**src/inc/apath_map.svh**
```systemverilog
// register offsets, field positions, reset values and timing counts
// assumes the includer works in 100 MHz clock cycles and audio samples
`ifndef APATH_MAP_SVH
`define APATH_MAP_SVH

`define SAMPLE_W           24
`define REG_ROUTE_ADDR     8'h2A
`define REG_PROG_ADDR      8'h2B
`define REG_MISS_ADDR      8'h2C
`define REG_AMUTE_ADDR     8'h3B
`define REG_VLINK_ADDR     8'h3C
`define REG_LEFT_VOLUME_CODE_ADDR      8'h3D
`define REG_RIGHT_VOLUME_CODE_ADDR      8'h3E

`define ROUTE_RESET        8'h11
`define PROG_RESET         8'h01
`define MISS_RESET         8'h00
`define AMUTE_RESET        8'h00
`define VLINK_RESET        8'h00
`define VOL_RESET          8'h30
`define MISS_READ_MASK     8'h07

`define PATH_ZERO          2'h0
`define PATH_OWN           2'h1
`define PATH_OTHER         2'h2
`define PROG_ROM1          5'h01
`define VLINK_FOLLOW       2'h1
`define VOL_MUTE           8'hFF

`define CLK_RATE_HZ        100000000
`define MISS_UNIT_S        1
`define MISS_UNIT_CYCLES   (`MISS_UNIT_S * `CLK_RATE_HZ)

// zero-run lengths in microseconds at the reference rate, turned into samples
`define AM_RATE_KHZ        96
`define AM_T0_US           11500
`define AM_T1_US           53000
`define AM_T2_US           106500
`define AM_T3_US           266500
`define AM_T4_US           535000
`define AM_T5_US           1065000
`define AM_T6_US           2665000
`define AM_T7_US           5330000
`define AM_SAMPLES(t)      (((t) * `AM_RATE_KHZ) / 1000)

`endif

```
**src/inc/apath_pkg.sv**
```systemverilog
// types shared by the audio path configuration block
// assumes apath_map.svh is included ahead of it
`include "apath_map.svh"

package apath_pkg;

    typedef struct packed {
        logic       wr;
        logic       rd;
        logic [7:0] addr;
        logic [7:0] wdata;
    } reg_req_t;

    typedef struct packed {
        logic [`SAMPLE_W-1:0] left;
        logic [`SAMPLE_W-1:0] right;
    } stereo_t;

    typedef enum logic [1:0] {
        CLK_RUNNING,
        CLK_WAITING,
        CLK_MISSING
    } clk_mon_state_t;

endpackage

```
**src/logic/zero_mute_timer.sv**
```systemverilog
// run-length counter of zero samples for one DAC channel
// assumes sample_valid_in is a one-cycle strobe per sample
`timescale 1ns/100ps
`include "apath_map.svh"

module zero_mute_timer (
    input  wire logic       clk_in,
    input  wire logic       rst_n_in,
    input  wire logic       sample_valid_in,
    input  wire logic       sample_zero_in,
    input  wire logic [2:0] length_code_in,
    output logic            muted_out
);

    logic [19:0] run_count;
    logic [19:0] next_run_count;
    logic        next_muted;
    logic [19:0] limit;

    // lengths are sample counts, so real time scales with the sample rate
    function automatic logic [19:0] run_limit(input logic [2:0] code);
        case (code)
            3'h0:    run_limit = 20'(`AM_SAMPLES(`AM_T0_US));
            3'h1:    run_limit = 20'(`AM_SAMPLES(`AM_T1_US));
            3'h2:    run_limit = 20'(`AM_SAMPLES(`AM_T2_US));
            3'h3:    run_limit = 20'(`AM_SAMPLES(`AM_T3_US));
            3'h4:    run_limit = 20'(`AM_SAMPLES(`AM_T4_US));
            3'h5:    run_limit = 20'(`AM_SAMPLES(`AM_T5_US));
            3'h6:    run_limit = 20'(`AM_SAMPLES(`AM_T6_US));
            default: run_limit = 20'(`AM_SAMPLES(`AM_T7_US));
        endcase
    endfunction

    assign limit = run_limit(length_code_in);

    always_comb begin
        next_run_count = run_count;
        next_muted     = muted_out;
        if (sample_valid_in) begin
            if (sample_zero_in) begin
                // saturate so a shortened length takes effect at once
                next_run_count = (run_count >= limit) ? limit : run_count + 20'h00001;
                next_muted     = (next_run_count >= limit);
            end else begin
                next_run_count = 20'h00000;
                next_muted     = 1'b0;
            end
        end
    end

    always_ff @(posedge clk_in or negedge rst_n_in) begin
        if (!rst_n_in) begin
            run_count <= 20'h00000;
            muted_out <= 1'b0;
        end else begin
            run_count <= next_run_count;
            muted_out <= next_muted;
        end
    end
endmodule

```
**src/logic/audio_path_automute_config.sv**
```systemverilog
// register bank and data path for DAC routing, program select, clock-loss power-down and zero auto-mute
// assumes a control-port front end that hands over single byte reads and writes,
// and serial audio already deserialised into one stereo word per sample strobe
`timescale 1ns/100ps
`include "apath_map.svh"

// Functional notes
// - left DAC takes zero, left input or right input from its two-bit selector
// - right DAC takes zero, right input or left input from its two-bit selector
// - five-bit program selector chooses processing program, code 00001 is first ROM program
// - both audio clocks low for the set period declare clocks missing, DAC powers down unless ignore_missing_clock_in is set
// - left auto-mute only after programmed count of consecutive zero samples
// - right auto-mute uses its own independent zero-run length code
// - auto-mute lengths are fixed sample counts referenced to 96 kHz
// - volume link 00 keeps volumes independent, 01 makes right follow left
// - volume code steps 0.5 dB from +24 dB, all ones means mute
// - clocks held high never count as missing
module audio_path_automute_config #(
    parameter int unsigned MISS_UNIT_CYCLES = `MISS_UNIT_CYCLES
) (
    input  wire logic                  mclk_in,
    input  wire logic                  arst_n_in,
    input  wire apath_pkg::reg_req_t   reg_req_in,
    output logic [7:0]                 reg_rdata_out,
    input  wire logic                  bclk_in,
    input  wire logic                  fclk_in,
    input  wire logic                  ignore_missing_clock_in,
    input  wire logic                  sample_valid_in,
    input  wire apath_pkg::stereo_t    sample_in,
    output apath_pkg::stereo_t         dac_out,
    output logic                       dac_valid_out,
    output logic                       left_muted_out,
    output logic                       right_muted_out,
    output logic                       clock_missing_out,
    output logic                       dac_powerdown_out,
    output logic [4:0]                 program_out,
    output logic                       program_rom1_out,
    output logic [7:0]                 left_volume_out,
    output logic [7:0]                 right_volume_out
);

    logic                      rst_sync1;
    logic                      rst_n;
    logic [7:0]                route, prog, miss, amute, vlink, left_volume_code, right_volume_code;
    logic [7:0]                next_route, next_prog, next_miss, next_amute, next_vlink, next_left_volume_code, next_right_volume_code;
    logic [7:0]                next_rdata;
    apath_pkg::clk_mon_state_t state, next_state;
    logic [29:0]               unit_div, next_unit_div;
    logic [3:0]                units, next_units;
    logic                      both_low;
    logic                      unit_tick;
    logic                      next_powerdown;
    apath_pkg::stereo_t        routed, next_dac;
    logic                      next_dac_valid;

    // reset is released through two stages so every flop leaves reset on the same edge
    always_ff @(posedge mclk_in or negedge arst_n_in) begin
        if (!arst_n_in) begin
            rst_sync1 <= 1'b0;
            rst_n     <= 1'b0;
        end else begin
            rst_sync1 <= 1'b1;
            rst_n     <= rst_sync1;
        end
    end

    function automatic logic [`SAMPLE_W-1:0] path_pick(input logic [1:0] sel,
                                                       input logic [`SAMPLE_W-1:0] own,
                                                       input logic [`SAMPLE_W-1:0] other);
        case (sel)
            `PATH_OWN:   path_pick = own;
            `PATH_OTHER: path_pick = other;
            // the reserved code is forced to silence rather than left undefined
            default:     path_pick = '0;
        endcase
    endfunction

    function automatic logic [7:0] reg_read(input logic [7:0] addr);
        case (addr)
            `REG_ROUTE_ADDR: reg_read = route;
            `REG_PROG_ADDR:  reg_read = prog;
            `REG_MISS_ADDR:  reg_read = miss & `MISS_READ_MASK;
            `REG_AMUTE_ADDR: reg_read = amute;
            `REG_VLINK_ADDR: reg_read = vlink;
            `REG_LEFT_VOLUME_CODE_ADDR:  reg_read = left_volume_code;
            `REG_RIGHT_VOLUME_CODE_ADDR:  reg_read = right_volume_code;
            default:         reg_read = 8'h00;
        endcase
    endfunction

    always_comb begin
        next_route = route;
        next_prog  = prog;
        next_miss  = miss;
        next_amute = amute;
        next_vlink = vlink;
        next_left_volume_code  = left_volume_code;
        next_right_volume_code  = right_volume_code;
        next_rdata = reg_rdata_out;
        if (reg_req_in.wr) begin
            case (reg_req_in.addr)
                `REG_ROUTE_ADDR: next_route = reg_req_in.wdata;
                `REG_PROG_ADDR:  next_prog  = reg_req_in.wdata;
                `REG_MISS_ADDR:  next_miss  = reg_req_in.wdata & `MISS_READ_MASK;
                `REG_AMUTE_ADDR: next_amute = reg_req_in.wdata;
                `REG_VLINK_ADDR: next_vlink = reg_req_in.wdata;
                `REG_LEFT_VOLUME_CODE_ADDR:  next_left_volume_code  = reg_req_in.wdata;
                `REG_RIGHT_VOLUME_CODE_ADDR:  next_right_volume_code  = reg_req_in.wdata;
                default: ;
            endcase
        end
        if (reg_req_in.rd) begin
            next_rdata = reg_read(reg_req_in.addr);
        end
    end

    always_ff @(posedge mclk_in or negedge rst_n) begin
        if (!rst_n) begin
            route         <= `ROUTE_RESET;
            prog          <= `PROG_RESET;
            miss          <= `MISS_RESET;
            amute         <= `AMUTE_RESET;
            vlink         <= `VLINK_RESET;
            left_volume_code          <= `VOL_RESET;
            right_volume_code          <= `VOL_RESET;
            reg_rdata_out <= 8'h00;
        end else begin
            route         <= next_route;
            prog          <= next_prog;
            miss          <= next_miss;
            amute         <= next_amute;
            vlink         <= next_vlink;
            left_volume_code          <= next_left_volume_code;
            right_volume_code          <= next_right_volume_code;
            reg_rdata_out <= next_rdata;
        end
    end

    assign program_out      = prog[4:0];
    assign program_rom1_out = (prog[4:0] == `PROG_ROM1);
    assign left_volume_out  = left_volume_code;
    // link codes other than follow behave as independent
    assign right_volume_out = (vlink[1:0] == `VLINK_FOLLOW) ? left_volume_code : right_volume_code;

    // a clock parked high keeps both_low false, so it never starts the timeout
    assign both_low  = !bclk_in && !fclk_in;
    assign unit_tick = (unit_div == 30'(MISS_UNIT_CYCLES - 1));

    always_comb begin
        next_state    = state;
        next_unit_div = unit_div;
        next_units    = units;
        case (state)
            apath_pkg::CLK_RUNNING: begin
                next_unit_div = 30'h00000000;
                next_units    = 4'h0;
                if (both_low) begin
                    next_state = apath_pkg::CLK_WAITING;
                end
            end
            apath_pkg::CLK_WAITING: begin
                if (!both_low) begin
                    // any cycle with a clock high starts the wait over
                    next_state    = apath_pkg::CLK_RUNNING;
                    next_unit_div = 30'h00000000;
                    next_units    = 4'h0;
                end else if (unit_tick) begin
                    next_unit_div = 30'h00000000;
                    next_units    = units + 4'h1;
                    // at-or-past, so a period shortened mid-wait still ends the wait
                    if (units + 4'h1 >= {1'b0, miss[2:0]} + 4'h1) begin
                        next_state = apath_pkg::CLK_MISSING;
                    end
                end else begin
                    next_unit_div = unit_div + 30'h00000001;
                end
            end
            apath_pkg::CLK_MISSING: begin
                if (!both_low) begin
                    next_state    = apath_pkg::CLK_RUNNING;
                    next_unit_div = 30'h00000000;
                    next_units    = 4'h0;
                end
            end
            default: next_state = apath_pkg::CLK_RUNNING;
        endcase
        next_powerdown = (next_state == apath_pkg::CLK_MISSING) && !ignore_missing_clock_in;
    end

    always_ff @(posedge mclk_in or negedge rst_n) begin
        if (!rst_n) begin
            state             <= apath_pkg::CLK_RUNNING;
            unit_div          <= 30'h00000000;
            units             <= 4'h0;
            dac_powerdown_out <= 1'b0;
        end else begin
            state             <= next_state;
            unit_div          <= next_unit_div;
            units             <= next_units;
            dac_powerdown_out <= next_powerdown;
        end
    end

    assign clock_missing_out = (state == apath_pkg::CLK_MISSING);

    always_comb begin
        routed.left    = path_pick(route[5:4], sample_in.left, sample_in.right);
        routed.right   = path_pick(route[1:0], sample_in.right, sample_in.left);
        next_dac       = dac_out;
        next_dac_valid = sample_valid_in;
        if (sample_valid_in) begin
            next_dac = routed;
            if (dac_powerdown_out || left_volume_out == `VOL_MUTE) begin
                next_dac.left = '0;
            end
            if (dac_powerdown_out || right_volume_out == `VOL_MUTE) begin
                next_dac.right = '0;
            end
        end
    end

    always_ff @(posedge mclk_in or negedge rst_n) begin
        if (!rst_n) begin
            dac_out       <= '0;
            dac_valid_out <= 1'b0;
        end else begin
            dac_out       <= next_dac;
            dac_valid_out <= next_dac_valid;
        end
    end

    // zero runs are judged on each DAC channel's routed sample, before volume mute and power-down zero it
    zero_mute_timer u_left_mute (
        .clk_in          (mclk_in),
        .rst_n_in        (rst_n),
        .sample_valid_in (sample_valid_in),
        .sample_zero_in  (routed.left == '0),
        .length_code_in  (amute[6:4]),
        .muted_out       (left_muted_out)
    );

    zero_mute_timer u_right_mute (
        .clk_in          (mclk_in),
        .rst_n_in        (rst_n),
        .sample_valid_in (sample_valid_in),
        .sample_zero_in  (routed.right == '0),
        .length_code_in  (amute[2:0]),
        .muted_out       (right_muted_out)
    );
endmodule

```
**config.mk**
```make
export PLATFORM = sky130hd
export DESIGN_NAME = audio_path_automute_config
export DESIGN_NICKNAME = d
export VERILOG_FILES = /design/src/inc/apath_pkg.sv /design/src/logic/zero_mute_timer.sv /design/src/logic/audio_path_automute_config.sv
export VERILOG_INCLUDE_DIRS = /design/src /design/src/inc
export SDC_FILE = /design/constraint.sdc
export NUM_CORES = 1
export LEC_CHECK = 0
export BUFFER_PORTS_ARGS = -buffer_cell sky130_fd_sc_hd__buf_4
export CORE_MARGIN = 2
export CORE_UTILIZATION = 28
export DETAILED_ROUTE_END_ITERATION = 6
export GPL_TIMING_DRIVEN = 0
export SYNTH_ARGS = -nofsm -noshare
export SYNTH_HDL_FRONTEND = slang
export SYNTH_SLANG_ARGS = --single-unit
```
**constraint.sdc**
```tcl
create_clock -name mclk_in -period 13.3 [get_ports mclk_in]
set_input_delay 2.66 -clock mclk_in [delete_from_list [all_inputs] [get_ports mclk_in]]
set_output_delay 2.66 -clock mclk_in [all_outputs]
set_load 0.01 [all_outputs]
```
==> summary.md <==
| Metric | Value |
|---|---|
| Diode count | `0` |
| Synth warn | `0` |
| Clk buf depth | `2` |
| Final period util | `41.8%` |
| Syn avg cell area | `9.38 um2` |
| Synth unique cells | `77` |
| Multi-input logic area | `6870 um2` |
| Vias in the first global route | `11,018` |
| Placement Setup Slack | `just under 8 ns` |
| Cell leakage power | `roughly 6.3 nW` |
| Largest net degree at the start of global routing | `59` |
| Slew HR | `about a third` |
| Top_reg_cell synth | `dfrtp_1` |
| Worst Clk Skew | `approximately 0.011 ns` |
| Crit start category | `flip-flop` |
| Worst-path clk slew | `0.08 ns` |
| Worst Max-Slew Pin Slew | `1.01 ns` |
| WS Path Type | `reg -> reg` |
| Crit path max fanout | `10` |
| Initial antenna violation count | `1` |
| Reg-to-reg startpoint | `amute[5]` |
| Final Max Tran Viols | `0` |
| Nets | `1,641` |
| Worst-skew pair later-pin latency | `0.45 ns` |
| Layout cell share with drive strength beyond 1 | `20.6%` |
| Max-Cap Viols | `0` |
| Number of synthesized register bits | `189` |
| Final ANT Viol Nets | `0` |
| Cell taking the most area after synthesis | `dfrtp_1` |
| Post-synth top cells | `dfrtp_1 (182), inv_1 (108), nor2_1 (97)` |
| GP Congestion | `0.877` |
| Final core utilization | `33.9%` |
| Register area | `between 4000 and 5000 um2` |
| Placed wire-length estimate | `31.6 mm` |
| Worst Slack Setup Final | `7.73 ns` |
| First drt pass iteration count | `5` |
| Top-area cell type share of the netlist area | `between 30% and 40%` |
| Gr usage total | `around 18%` |
| Placed cells | `2,067` |
| Most frequent cell after synthesis | `dfrtp_1` |
| Dpl cell area | `14,400 um2` |
| Post-CTS Setup Bufs | `0` |
| Worst setup EP type | `flip-flop` |
| Residual DRC count | `0` |
| Top post-synthesis cells by area | `dfrtp_1 (37%), ha_1 (7.6%), mux2_2 (5.2%), o32ai_1 (3.5%), inv_1 (3.3%)` |
| Final instance area | `between 10,000 and 15,000 um2` |
| # fillers | `4,569` |
| CTS sink count | `between 150 and 200` |
| Resize count post-CTS | `0` |
| Synthesis-to-finish area growth | `20.4%` |
| Starting DRT DRC Count | `1,024` |
| Clk root buf | `clkbuf_16` |
| Min-delay worst type | `reg -> async` |
| Post-synth ARST share | `100%` |
| Worst Setup SP | `amute[5]` |
| Pwr Total | `1.86 mW` |
| Global-route wire length before repair | `roughly 64 mm` |
| Worst Reg2Reg Path Length in Cells | `19` |
| Post-Route WL | `41.0 mm` |
| Worst hold slack | `0.299 ns` |
| Overflow after GRT | `0` |
| Initial core utilization | `approximately 28%` |
| Die W | `214 um` |
| TNS Setup | `0 ns` |
| Proportion of synthesized chip area in sequential cells | `38.3%` |
| Reg2reg end | `u_left_mute.muted_out` |
| Power per cell area | `125 nW/um2` |
| Cts bufs inserted | `17` |
| Final cell count without fillers | `about 2,100` |
| RSZ-0062 raised after global routing | `no` |
| Site Rows | `77` |
| Avg WL per Cell | `approximately 20 um` |
| Minimum clock period after layout | `between 5 and 6 ns` |
| Final hold vios | `0` |
| Peak VDD IR | `0.0872 mV` |
| Register-to-register setup slack | `7.73 ns` |
| Vias/cell | `5.41` |
| Port Buffer Count | `152` |
| Worst EP required | `about 14 ns` |
| Synth Instances | `between 1,000 and 1,500` |
| Synth Cell Area | `~12,000 um2` |
| Max Freq | `180 MHz` |
| Outcome | `finished, final reports clean` |
| Core footprint | `43,900 um2` |
| Final setup fails | `0` |
| Worst Path Arrival | `approximately 6 ns` |
| Die Height | `between 200 and 250 um` |
| Post-CTS Hold Buffers | `0` |
| H-Tree Level Count | `4` |
| Full die area | `about 46,000 um2` |
| Io pins | `155` |
| CTS tree | `yes` |
| Routed via count | `between 10,000 and 15,000` |
| Synth Net Count | `1,467` |
| Number of flops mapped to enable cells by yosys | `0` |
==> final cells by class <==
cell class,count,share of cell area (%)
multi-input cells,944,46.1
repair buffers,155,8.21
well taps,592,4.97
inverters,110,2.77
clock inverters,13,0.889
clock buffers,18,2.88
plain buffers,77,2.42
flip-flops and latches,189,31.8
==> critical path, stage by stage, from the launching register on <==
cell and delay [ns]:
dfrtp_1 0.34, clkbuf_1 0.38, inv_1 0.18, nor2_1 0.44, inv_1 0.13, ha_1 0.34
nand4b_1 0.30, nor4_2 0.45, o41ai_4 0.22, nand2_1 0.30, buf_2 0.30, buf_2 0.32
o21bai_1 0.14, ha_1 0.31, nand4_1 0.14, nor3_1 0.48, nand4_1 0.20, o211ai_1 0.19
a21oi_1 0.12, a32oi_1 0.20
==> how the worst max path moves through the flow <==
stage,to,cells past startpoint
3_3_place_gp,dac_out[4],0
6_report,u_left_mute.muted_out,19
2_1_floorplan,amute[0],0
3_5_place_dp,u_left_mute.muted_out,21
4_1_cts,u_left_mute.muted_out,21
5_1_grt,u_left_mute.muted_out,19
==> kinds of logic after synthesis <==
family | after synthesis | synth area share, %
AO/OA/AOI/OAI | 340 | 20.3
XOR/XNOR | 52 | 3.68
adder cells (fa/ha/maj) | 75 | 7.58
buffers and inverters | 187 | 6.24
flip-flops | 189 | 38.3
multiplexers | 90 | 7.88
other | 1 | 0.0303
AND/OR/NAND/NOR | 386 | 16.0
==> metal layers <==
metal  vias to the layer above  wire length (um)  part of all wire, %  track usage [%]
met5                         -                 0                    0                0
met4                         0              1530                  3.7             7.50
met3                        70              2300                  5.6             2.37
met2                       412             18300                   45             27.2
met1                      5597             18900                   46             24.8
li1                       5263                 -                    -                -
==> registers in the layout, indices dropped and copies added (netlist names), 4 cells and up <==
register and count:
unit_div 30, vlink 8, units 4, right_volume_code 8
amute 8, prog 8, u_left_mute.run_count 20, route 8
u_right_mute.run_count 20, reg_rdata_out 8, left_volume_out 8, dac_out 48
==> where the power goes <==
group | internal, mW | leakage (nW) | total, mW | switching, mW
Combinational | 0.272 | 3.47 | 0.679 | 0.407
Sequential | 0.614 | 2.57 | 0.668 | 0.0536
Clock | 0.262 | 0.255 | 0.511 | 0.250
Total | 1.15 | 6.30 | 1.86 | 0.710
==> cells in the final DEF (no fill, tap or decap), drive strengths merged, types with 6 or more instances in the layout <==
cell,n
nand3,41
nand4,27
and2,6
and3,11
clkbuf,56
mux2i,30
nor2,97
nor4,25
nand2,94
a21oi,42
nor2b,11
mux2,60
ha,75
dfrtp,182
nor3,37
xor2,16
dfstp,7
o32ai,49
o21ai,49
buf,194
xnor2,36
o2bb2ai,19
a222oi,9
a22oi,53
a21o,14
or3,11
a31oi,17
clkinvlp,6
o31ai,24
inv,113
a41oi,10
No activity file was read; power rests on OpenSTA's default activity.
